File: config.mk
export PLATFORM = sky130hd
export DESIGN_NAME = ccer_top
export DESIGN_NICKNAME = d
export VERILOG_FILES = /design/src/shared/ccer_pkg.sv /design/src/hw/ccer_top.sv
export SDC_FILE = /design/constraint.sdc
export NUM_CORES = 1
export LEC_CHECK = 0
export BUFFER_PORTS_ARGS = -buffer_cell sky130_fd_sc_hd__buf_4
export CAP_MARGIN = 10
export CELL_PAD_IN_SITES_DETAIL_PLACEMENT = 1
export CELL_PAD_IN_SITES_GLOBAL_PLACEMENT = 1
export CORE_ASPECT_RATIO = 1.4
export CORE_UTILIZATION = 40
export DETAILED_ROUTE_END_ITERATION = 8
export PLACE_DENSITY = 0.88
export SLEW_MARGIN = 40
export SYNTH_ARGS = -nofsm -noshare
export SYNTH_HDL_FRONTEND = slang
export SYNTH_SLANG_ARGS = --single-unit
File: constraint.sdc
create_clock -name clk_sys -period 4.6 [get_ports clk_sys]
set_input_delay 0.92 -clock clk_sys [delete_from_list [all_inputs] [get_ports clk_sys]]
set_output_delay 0.92 -clock clk_sys [all_outputs]
set_load 0.03 [all_outputs]
File: src/shared/ccer_pkg.sv
// constants and carrier types for counter channel event reporting
// assumes a 32-bit classic wishbone register bus, word-aligned registers
package ccer_pkg;

   localparam int CCER_NCHAN = 4;

   // register indices; byte address is four times the index
   localparam logic [7:0] IDX_CTRL      = 8'h00;
   localparam logic [7:0] IDX_EVT_EN    = 8'h01;
   localparam logic [7:0] IDX_ACK       = 8'h02;
   localparam logic [7:0] IDX_IRQ_STAT  = 8'h03;
   localparam logic [7:0] IDX_IRQ_CLR   = 8'h04;
   localparam logic [7:0] IDX_IRQ_EN    = 8'h05;
   localparam logic [7:0] IDX_PROC_SRC  = 8'h06;
   localparam logic [7:0] IDX_HISTORY   = 8'h07;
   localparam logic [7:0] IDX_PCAUSE_A  = 8'h08;
   localparam logic [7:0] IDX_PCAUSE_B  = 8'h09;
   localparam logic [7:0] IDX_PCAUSE_C  = 8'h0a;
   localparam logic [7:0] IDX_PCAUSE_D  = 8'h0b;
   localparam logic [7:0] IDX_DIAG_SRC  = 8'h16;
   localparam logic [7:0] IDX_DCAUSE_A  = 8'h18;
   localparam logic [7:0] IDX_DCAUSE_B  = 8'h1b;

   // control register fields
   localparam int CTRL_SEL_LSB     = 0;   // 2 bits interrupt selection
   localparam int CTRL_MODE_LSB    = 2;   // 2 bits per channel
   localparam int CTRL_PHND_BIT    = 10;  // process handler installed
   localparam int CTRL_DHND_BIT    = 11;  // diagnostic handler installed
   localparam int CTRL_W           = 12;
   localparam int EVT_EN_PER_CH    = 5;
   localparam int EVT_EN_W         = 20;

   // ack register bits
   localparam int ACK_PROC_BIT     = 0;
   localparam int ACK_DIAG_BIT     = 1;
   localparam int ACK_HALT_BIT     = 2;

   // interrupt status bits
   localparam int ST_PROC_BIT      = 0;
   localparam int ST_DIN_BIT       = 1;
   localparam int ST_DOUT_BIT      = 2;
   localparam int ST_LOST_BIT      = 3;
   localparam int ST_HALT_BIT      = 4;
   localparam int ST_W             = 5;

   // diagnostic byte field positions
   localparam int DA_FAULTY_BIT    = 0;
   localparam int DA_CFG_BIT       = 7;
   localparam int DB_LOST_BIT      = 6;

   // cause nibble positions inside a channel
   localparam int NB_GOPEN         = 0;
   localparam int NB_GCLOSE        = 1;
   localparam int NB_LIMIT         = 2;
   localparam int NB_FINISH        = 3;
   localparam int EDGE_BIT_OFS     = 16;  // counting edges live in bytes 10 and 11

   localparam logic [1:0] SEL_NONE = 2'h0;
   localparam logic [1:0] SEL_PROC = 2'h1;
   localparam logic [1:0] SEL_DIAG = 2'h2;
   localparam logic [1:0] SEL_BOTH = 2'h3;

   localparam logic [CTRL_W-1:0]   CTRL_RST   = 12'h000;
   localparam logic [EVT_EN_W-1:0] EVT_EN_RST = 20'h00000;

   typedef enum logic [1:0] {
      CCER_MODE_COUNT = 2'b00,
      CCER_MODE_FREQ  = 2'b01,
      CCER_MODE_PWM   = 2'b10,
      CCER_MODE_OFF   = 2'b11
   } ccer_mode_t;

   // one channel's event strobes, single-cycle pulses
   typedef struct packed {
      logic count_edge;   // counting edge seen
      logic finish;       // comparator response or end of measurement
      logic limit;        // overflow/underflow or frequency limit violation
      logic gate_close;   // hardware gate closing
      logic gate_open;    // hardware gate opening
   } ccer_chan_evt_t;

endpackage

File: src/hw/ccer_top.sv
// event and error reporting for four counter channels, wishbone slave
// assumes events are one-cycle pulses synchronous to clk_sys
// Overview of operation
// - diagnostic interrupt on incoming and outgoing errors when enabled
// - raising diagnostic interrupt never touches channel operation
// - outgoing reported only after every pending error has cleared
// - faulty flag set while errors queued, clears after outgoing report
// - diagnostic byte a bit 7 config error, byte b bit 6 lost interrupt
// - repeated event before acknowledge flags a lost process interrupt
// - process interrupt needs global selection and per-event enable
// - every report carries the submodule source address
// - process cause is a 32-bit word laid out by channel mode
// - counting mode uses gate open, gate close, overflow, comparator bits
// - counting edge sets bit 0 or 4 of bytes 10 and 11
// - frequency mode uses gate open, close, limit, end of measurement
// - frequency and pwm modes leave bytes 10 and 11 empty
// - pwm mode reports only gate opening, bit 0 or 4
// - interrupt with no handler installed enters the halted state
// - diagnostic error lights fault indicator and logs incoming in history
// - pwm event is hardware gate opening while software gate closed
//
// Register access over Wishbone was chosen for this implementation.
`timescale 1ns/1ps
`default_nettype none
module ccer_top
   import ccer_pkg::*;
#(
   parameter int              ADDR_W       = 12,
   parameter logic [15:0]     SUBMOD_ADDR  = 16'h0300  // value is arbitrary
) (
   input  wire logic                       clk_sys,                // system clock
   input  wire logic                       sys_rst,                // async reset
   input  wire logic                       wb_cyc_i,               // bus cycle
   input  wire logic                       wb_stb_i,               // strobe
   input  wire logic                       wb_we_i,                // write
   input  wire logic [ADDR_W-1:0]          wb_adr_i,               // byte address
   input  wire logic [3:0]                 wb_sel_i,               // byte lanes
   input  wire logic [31:0]                wb_dat_i,               // write data
   output logic [31:0]                     wb_dat_o,               // read data
   output logic                            wb_ack_o,               // acknowledge
   input  wire ccer_chan_evt_t [CCER_NCHAN-1:0] chan_evt_i,        // channel events
   input  wire logic [CCER_NCHAN-1:0]      hardware_gate,          // gate levels
   input  wire logic [CCER_NCHAN-1:0]      software_gate,          // gate levels
   input  wire logic                       cfg_err_i,              // config error level
   output logic                            process_irq_o,          // process interrupt
   output logic                            diag_irq_o,             // diagnostic interrupt
   output logic                            system_fault_indicator, // fault lamp
   output logic                            halted_o,               // halted state
   output logic                            irq                     // summary interrupt
);

   logic                  ack_q;
   logic [31:0]           rdat_q;
   logic [CTRL_W-1:0]     ctrl_q;
   logic [EVT_EN_W-1:0]   evt_en_q;
   logic [ST_W-1:0]       st_q, st_en_q;
   logic [31:0]           cause_q, cause_d;
   logic                  proc_irq_q, diag_irq_q, halt_q;
   logic                  lost_q, faulty_q;
   logic [1:0]            err_prev_q;
   logic [7:0]            dcause_a_q, dcause_b_q;
   logic [CCER_NCHAN-1:0] gate_prev_q;
   logic [7:0]            hist_cnt_q;
   logic                  hist_last_q;

   logic [7:0]            idx;
   logic                  req, wr;
   logic [31:0]           wmask;
   logic [31:0]           ev_word;
   logic                  proc_sel, diag_sel, proc_ack, diag_ack, halt_rel;
   logic                  proc_fire, lost_evt, incoming, outgoing, diag_fire;
   logic [1:0]            err_vec;
   logic [ST_W-1:0]       st_set, st_clr;

   function automatic logic [31:0] lane_mask(input logic [3:0] sel);
      lane_mask = {{8{sel[3]}}, {8{sel[2]}}, {8{sel[1]}}, {8{sel[0]}}};
   endfunction

   // four cause bits of one channel for its active mode
   function automatic logic [3:0] cause_nib(input ccer_mode_t m, input ccer_chan_evt_t e,
                                            input logic [EVT_EN_PER_CH-1:0] en,
                                            input logic pwm_open);
      logic [3:0] n;
      n = 4'h0;
      case (m)
         CCER_MODE_COUNT,
         CCER_MODE_FREQ: begin
            n[NB_GOPEN]  = e.gate_open;
            n[NB_GCLOSE] = e.gate_close;
            n[NB_LIMIT]  = e.limit;
            n[NB_FINISH] = e.finish;
         end
         CCER_MODE_PWM: begin
            n[NB_GOPEN]  = pwm_open;
         end
         default: n = 4'h0;
      endcase
      cause_nib = n & en[3:0];
   endfunction

   assign idx   = wb_adr_i[9:2];
   assign req   = wb_cyc_i & wb_stb_i & ~ack_q;
   assign wr    = req & wb_we_i;
   assign wmask = lane_mask(wb_sel_i);

   assign proc_sel = (ctrl_q[CTRL_SEL_LSB+:2] == SEL_PROC) | (ctrl_q[CTRL_SEL_LSB+:2] == SEL_BOTH);
   assign diag_sel = (ctrl_q[CTRL_SEL_LSB+:2] == SEL_DIAG) | (ctrl_q[CTRL_SEL_LSB+:2] == SEL_BOTH);

   assign proc_ack = wr & (idx == IDX_ACK) & wb_sel_i[0] & wb_dat_i[ACK_PROC_BIT];
   assign diag_ack = wr & (idx == IDX_ACK) & wb_sel_i[0] & wb_dat_i[ACK_DIAG_BIT];
   assign halt_rel = wr & (idx == IDX_ACK) & wb_sel_i[0] & wb_dat_i[ACK_HALT_BIT];

   // build the cause word from all channels
   always_comb begin
      ev_word = 32'h0;
      for (int c = 0; c < CCER_NCHAN; c++) begin
         ccer_mode_t m;
         logic       pwm_open;
         logic [4:0] en;
         m        = ccer_mode_t'(ctrl_q[CTRL_MODE_LSB + 2*c +: 2]);
         en       = evt_en_q[EVT_EN_PER_CH*c +: EVT_EN_PER_CH];
         pwm_open = hardware_gate[c] & ~gate_prev_q[c] & ~software_gate[c];
         ev_word[4*c +: 4] = cause_nib(m, chan_evt_i[c], en, pwm_open);
         if (m == CCER_MODE_COUNT) begin
            ev_word[EDGE_BIT_OFS + 4*c] = chan_evt_i[c].count_edge & en[4];
         end
      end
      if (!proc_sel) begin
         ev_word = 32'h0;
      end
   end

   assign proc_fire = |ev_word;
   assign lost_evt  = |(ev_word & cause_q);
   assign cause_d   = (proc_ack ? 32'h0 : cause_q) | ev_word;

   assign err_vec   = {lost_q, cfg_err_i};
   assign incoming  = |(err_vec & ~err_prev_q);
   assign outgoing  = (|err_prev_q) & ~(|err_vec);
   assign diag_fire = diag_sel & (incoming | outgoing);

   always_ff @(posedge clk_sys or posedge sys_rst) begin
      if (sys_rst) begin
         ack_q  <= 1'b0;
         rdat_q <= 32'h0;
      end else begin
         ack_q <= req;
         if (req && !wb_we_i) begin
            if (idx == IDX_CTRL) begin
               rdat_q <= {20'h0, ctrl_q};
            end else if (idx == IDX_EVT_EN) begin
               rdat_q <= {12'h0, evt_en_q};
            end else if (idx == IDX_IRQ_STAT) begin
               rdat_q <= {27'h0, st_q};
            end else if (idx == IDX_IRQ_EN) begin
               rdat_q <= {27'h0, st_en_q};
            end else if (idx == IDX_PROC_SRC || idx == IDX_DIAG_SRC) begin
               rdat_q <= {16'h0, SUBMOD_ADDR};
            end else if (idx == IDX_HISTORY) begin
               rdat_q <= {23'h0, hist_last_q, hist_cnt_q};
            end else if (idx == IDX_PCAUSE_A) begin
               rdat_q <= {24'h0, cause_q[7:0]};
            end else if (idx == IDX_PCAUSE_B) begin
               rdat_q <= {24'h0, cause_q[15:8]};
            end else if (idx == IDX_PCAUSE_C) begin
               rdat_q <= {24'h0, cause_q[23:16]};
            end else if (idx == IDX_PCAUSE_D) begin
               rdat_q <= {24'h0, cause_q[31:24]};
            end else if (idx == IDX_DCAUSE_A) begin
               rdat_q <= {24'h0, dcause_a_q};
            end else if (idx == IDX_DCAUSE_B) begin
               rdat_q <= {24'h0, dcause_b_q};
            end else begin
               rdat_q <= 32'h0;
            end
         end
      end
   end

   assign wb_ack_o = ack_q;
   assign wb_dat_o = rdat_q;

   // configuration registers
   always_ff @(posedge clk_sys or posedge sys_rst) begin
      if (sys_rst) begin
         ctrl_q   <= CTRL_RST;
         evt_en_q <= EVT_EN_RST;
         st_en_q  <= '0;
      end else if (wr) begin
         if (idx == IDX_CTRL) begin
            ctrl_q <= (ctrl_q & ~wmask[CTRL_W-1:0]) | (wb_dat_i[CTRL_W-1:0] & wmask[CTRL_W-1:0]);
         end else if (idx == IDX_EVT_EN) begin
            evt_en_q <= (evt_en_q & ~wmask[EVT_EN_W-1:0])
                      | (wb_dat_i[EVT_EN_W-1:0] & wmask[EVT_EN_W-1:0]);
         end else if (idx == IDX_IRQ_EN && wb_sel_i[0]) begin
            st_en_q <= wb_dat_i[ST_W-1:0];
         end
      end
   end

   // process cause word and process interrupt line
   always_ff @(posedge clk_sys or posedge sys_rst) begin
      if (sys_rst) begin
         cause_q        <= 32'h0;
         proc_irq_q     <= 1'b0;
         gate_prev_q    <= '0;
      end else begin
         cause_q        <= cause_d;
         gate_prev_q    <= hardware_gate;
         if (proc_fire) begin
            proc_irq_q <= 1'b1; // set wins over acknowledge
         end else if (proc_ack) begin
            proc_irq_q <= 1'b0;
         end
      end
   end

   // error tracking; lost error stays pending until the diagnostic acknowledge
   always_ff @(posedge clk_sys or posedge sys_rst) begin
      if (sys_rst) begin
         lost_q     <= 1'b0;
         err_prev_q <= 2'b00;
         faulty_q   <= 1'b0;
         dcause_a_q <= 8'h00;
         dcause_b_q <= 8'h00;
         diag_irq_q <= 1'b0;
      end else begin
         if (lost_evt) begin
            lost_q <= 1'b1;
         end else if (diag_ack) begin
            lost_q <= 1'b0;
         end
         err_prev_q <= err_vec;
         if (|err_vec) begin
            faulty_q <= 1'b1;
         end else if (outgoing) begin
            faulty_q <= 1'b0;
         end
         if (incoming | outgoing) begin
            dcause_a_q <= 8'h00;
            dcause_b_q <= 8'h00;
            dcause_a_q[DA_FAULTY_BIT] <= |err_vec;
            dcause_a_q[DA_CFG_BIT]    <= err_vec[0];
            dcause_b_q[DB_LOST_BIT]   <= err_vec[1];
         end
         if (diag_fire) begin
            diag_irq_q <= 1'b1;
         end else if (diag_ack) begin
            diag_irq_q <= 1'b0;
         end
      end
   end

   // halted state and diagnostic history
   always_ff @(posedge clk_sys or posedge sys_rst) begin
      if (sys_rst) begin
         halt_q      <= 1'b0;
         hist_cnt_q  <= 8'h00;
         hist_last_q <= 1'b0;
      end else begin
         if ((proc_fire && !ctrl_q[CTRL_PHND_BIT]) || (diag_fire && !ctrl_q[CTRL_DHND_BIT])) begin
            halt_q <= 1'b1;
         end else if (halt_rel) begin
            halt_q <= 1'b0;
         end
         if (incoming) begin
            hist_cnt_q  <= hist_cnt_q + 8'h01;
            hist_last_q <= 1'b1;
         end else if (outgoing) begin
            hist_last_q <= 1'b0;
         end
      end
   end

   // sticky status with write-one-to-clear; set wins
   assign st_set = {halt_q & ~halt_rel, lost_evt, diag_fire & outgoing,
                    diag_fire & incoming, proc_fire};
   assign st_clr = (wr && idx == IDX_IRQ_CLR && wb_sel_i[0]) ? wb_dat_i[ST_W-1:0] : '0;

   always_ff @(posedge clk_sys or posedge sys_rst) begin
      if (sys_rst) begin
         st_q <= '0;
      end else begin
         st_q <= (st_q & ~st_clr) | st_set;
      end
   end

   // no output here reaches channel logic, so counting is never paused
   assign process_irq_o          = proc_irq_q;
   assign diag_irq_o             = diag_irq_q;
   assign system_fault_indicator = faulty_q;
   assign halted_o               = halt_q;
   assign irq                    = |(st_q & st_en_q);

endmodule
`default_nettype wire

==> reports/results.tsv <==
stage	metric	value	unit
status	status	completed	
grt	grt met2 use	0.480	
logic_synthesis	Yosys top cell by area	dfrtp_1	
logic_synthesis	YS warnings	0	
floorplan	Die X	101	µm
cts	Root Buffer	clkbuf_16	
layout	layout cells sized above 1	0.275	
grt	initial antenna violation count	0	
placed_design	routability cong.	0.899	
cts	CTS H-Tree Depth	3	
logic_synthesis	Synth area leaders	dfrtp_1 (48%), mux2_2 (8.4%), nand2_1 (4.0%)	
logic_synthesis	sequential element share of the synthesized area	0.480	
setup_path	CP required	4.81	ns
pwr	Peak supply drop	164	µV
sta	RSZ-0062 raised after global routing	false	
cts	CTS tree	yes	
logic_synthesis	area fraction of the dominant cell type after synthesis	0.480	
sta	Slew headroom	0.401	
pwr	Net Switching	634	µW
logic_synthesis	synthesized flop and latch total	106	
logic_synthesis	Distinct cells, synth	64	
floorplan	total die area	14300	µm²
cts	Num CTS Buffers	9	
layout	commonest non-fill, non-tap cell in the layout	dfrtp_1	
sta	final hold violations	0	
layout	ANT cells	0	
cts	clock sink count	106	
routing	via/cell ratio	6.02	
floorplan	site row count	50	
sta	Worst-Margin Slew	0.891	ns
layout	synth-to-layout area growth	20.5	%
setup_path	crit-path most repeated cell	nand3_1	
setup_path	CP max stage delay	0.82	ns
pwr	Logic pwr share	0.140	
pwr	power after layout	2.13	mW
routing	TritonRoute pass-1 iters	5	
routing	average wire per standard cell	23.9	µm
setup_path	Crit Path Max Fanout	13	
placed_design	DP Wirelength	13.9	mm
floorplan	die span in y	141	µm
logic_synthesis	asr flop ratio synth	1.00	
logic_synthesis	synthesized area	5520	µm²
pwr	Seq pwr share	0.492	
pwr	Power Internal	1.49	mW
floorplan	Initial Utilization	0.411	
routing	via count	4780	
grt	M1 GR Usage	0.325	
setup_path	startpoint types	input port	
layout	most frequent cells in the layout	dfrtp_1 (106), buf_4 (93), nand2_1 (59), mux2_2 (41), nor2_1 (24)	
cts	hold buffer count at CTS	0	
cts	setup bufs post-CTS	0	
setup_path	CP Cell Sequence	buf_4 -> nor4_4 -> nand3_1 -> nor4_1 -> a21bo_2 -> nand3_1	
floorplan	I/O pins	120	
cts	CTS Buffer Depth	2	
routing	Routed WL	19.0	mm
setup_path	Critical Path Slowest Stage Cell	nor4_1	
pwr	Sw Share	0.298	
grt	Total GRT Usage	0.278	
grt	GRT Max-Usage Layer	met2	
grt	pin count of the biggest net entering global routing	84	
pwr	clock share of power	0.368	
logic_synthesis	syn avg cell area	10.5	µm²
routing	antenna viol nets, final	0	
run	# Max-Cap Violations	0	
sta	achievable frequency	332	MHz
logic_synthesis	Post-synth EDFFs	0	
cts	cts repair resizes	0	
routing	DRC errors left	0	
sta	Setup TNS Final	0	ns
grt	met3 GRT Util	0.0382	
setup_path	WP data arrival	3.23	ns
grt	vias in the first global route	5125	
layout	fin nets	690	
setup_path	WS Path Type	in -> reg	
sta	setup violation total in the final timing report	0	
sta	part of the cycle the worst path needs	0.655	
min_path	worst min-delay path category	in -> async	
pwr	PD cells	319	nW/µm²
routing	drt initial violations	312	
sta	Fin Clk Skew	0.00911	ns
setup_path	Register-to-Register Path Depth	5	
pwr	Leakage Power	3.27	nW
logic_synthesis	Synth Flop Type	dfrtp_1	
cts	Clock Latency Late Sink	0.35	ns
grt	GR Overflow Total	0	
floorplan	core area	13500	µm²
setup_path	CP Capture Type	flop	
layout	fillers	1503	
sta	Slew Viols, Final	0	
grt	first-pass GRT wire length	29.5	mm
logic_synthesis	Post-Synthesis Cells	526	
cts	clk slew on worst S/H paths	0.08	ns
placed_design	IO Port Bufs	90	
sta	Tmin final	3.01	ns
[power groups by stage]
stage               Clock (mW)  Sequential, mW  Combinational, mW
floorplan                    0            1.08              0.150
global placement             0            1.06              0.281
detailed placement           0            1.06              0.292
CTS                      0.787            1.04              0.295
global route             0.827            1.05              0.322
finish                   0.783            1.04              0.298
[per-stage QoR]
stage	instance area [µm²]	setup slack [ns]	utilization	std cells	hold slack, ns
2_1_floorplan	5560	0.891	-	537	0.443
3_3_place_gp	6310	1.47	0.469	777	0.459
3_5_place_dp	6330	1.40	0.470	777	0.465
4_1_cts	6620	1.70	0.492	793	0.483
5_1_grt	6660	1.57	0.495	794	0.485
6_report	6660	1.59	0.495	794	0.480
[critical path, delay by kind of cell]
family	cells	cell delay, ns
AND/OR/NAND/NOR	4	1.87
AO/OA/AOI/OAI	1	0.26
buffers and inverters	1	0.16
[layer usage]
layer  part of all wire  up-vias  wire, µm
met4              0.058        0      1100
li1                   -     2110         -
met1               0.38     2412      7140
met5                  0        -         0
met3              0.039       63       744
met2               0.53      195      9970
[cells in the mapped netlist (11+ instances only)]
cell and count:
dfrtp_1 106, nand2_1 59, mux2_2 41, nor2_1 24
nand3_1 20, a21oi_1 18, clkbuf_1 15, o21ai_0 15
a21o_1 14, inv_1 14, nor2b_1 14, buf_4 12
nand4_1 12, nor3_1 11
[area by class of cell]
class                   instances  area [µm²]  area share
clock buffers                   9         225      0.0338
flip-flops and latches        106        2650       0.399
clock inverters                 7        68.8      0.0103
inverters                      14        57.6     0.00865
well taps                     182         228      0.0342
repair buffers                 94         726       0.109
multi-input cells             382        2700       0.405
[final timing paths]
path	from	end	slack (ns)
max	wb_adr_i[6]	st_q[0]	1.59
min	sys_rst	diag_irq_o	0.48
max reg2reg	wb_ack_o	st_q[0]	2.20
min reg2reg	wb_dat_o[14]	wb_dat_o[14]	0.48
max in group asynchronous	sys_rst	async pin	3.54
min in group clk_sys	wb_dat_o[14]	wb_dat_o[14]	0.48
[cells by family after synthesis]
| family | synth area share |
|---|---|
| compound gates | 0.159 |
| buf+inv | 0.0428 |
| flops | 0.480 |
| simple gates | 0.215 |
| xor+xnor | 0.0111 |
| mux | 0.0893 |
| fa+ha+maj | 0.00227 |
| other cells | 0.000679 |
Note: power is estimated with default switching activity, not from simulation.
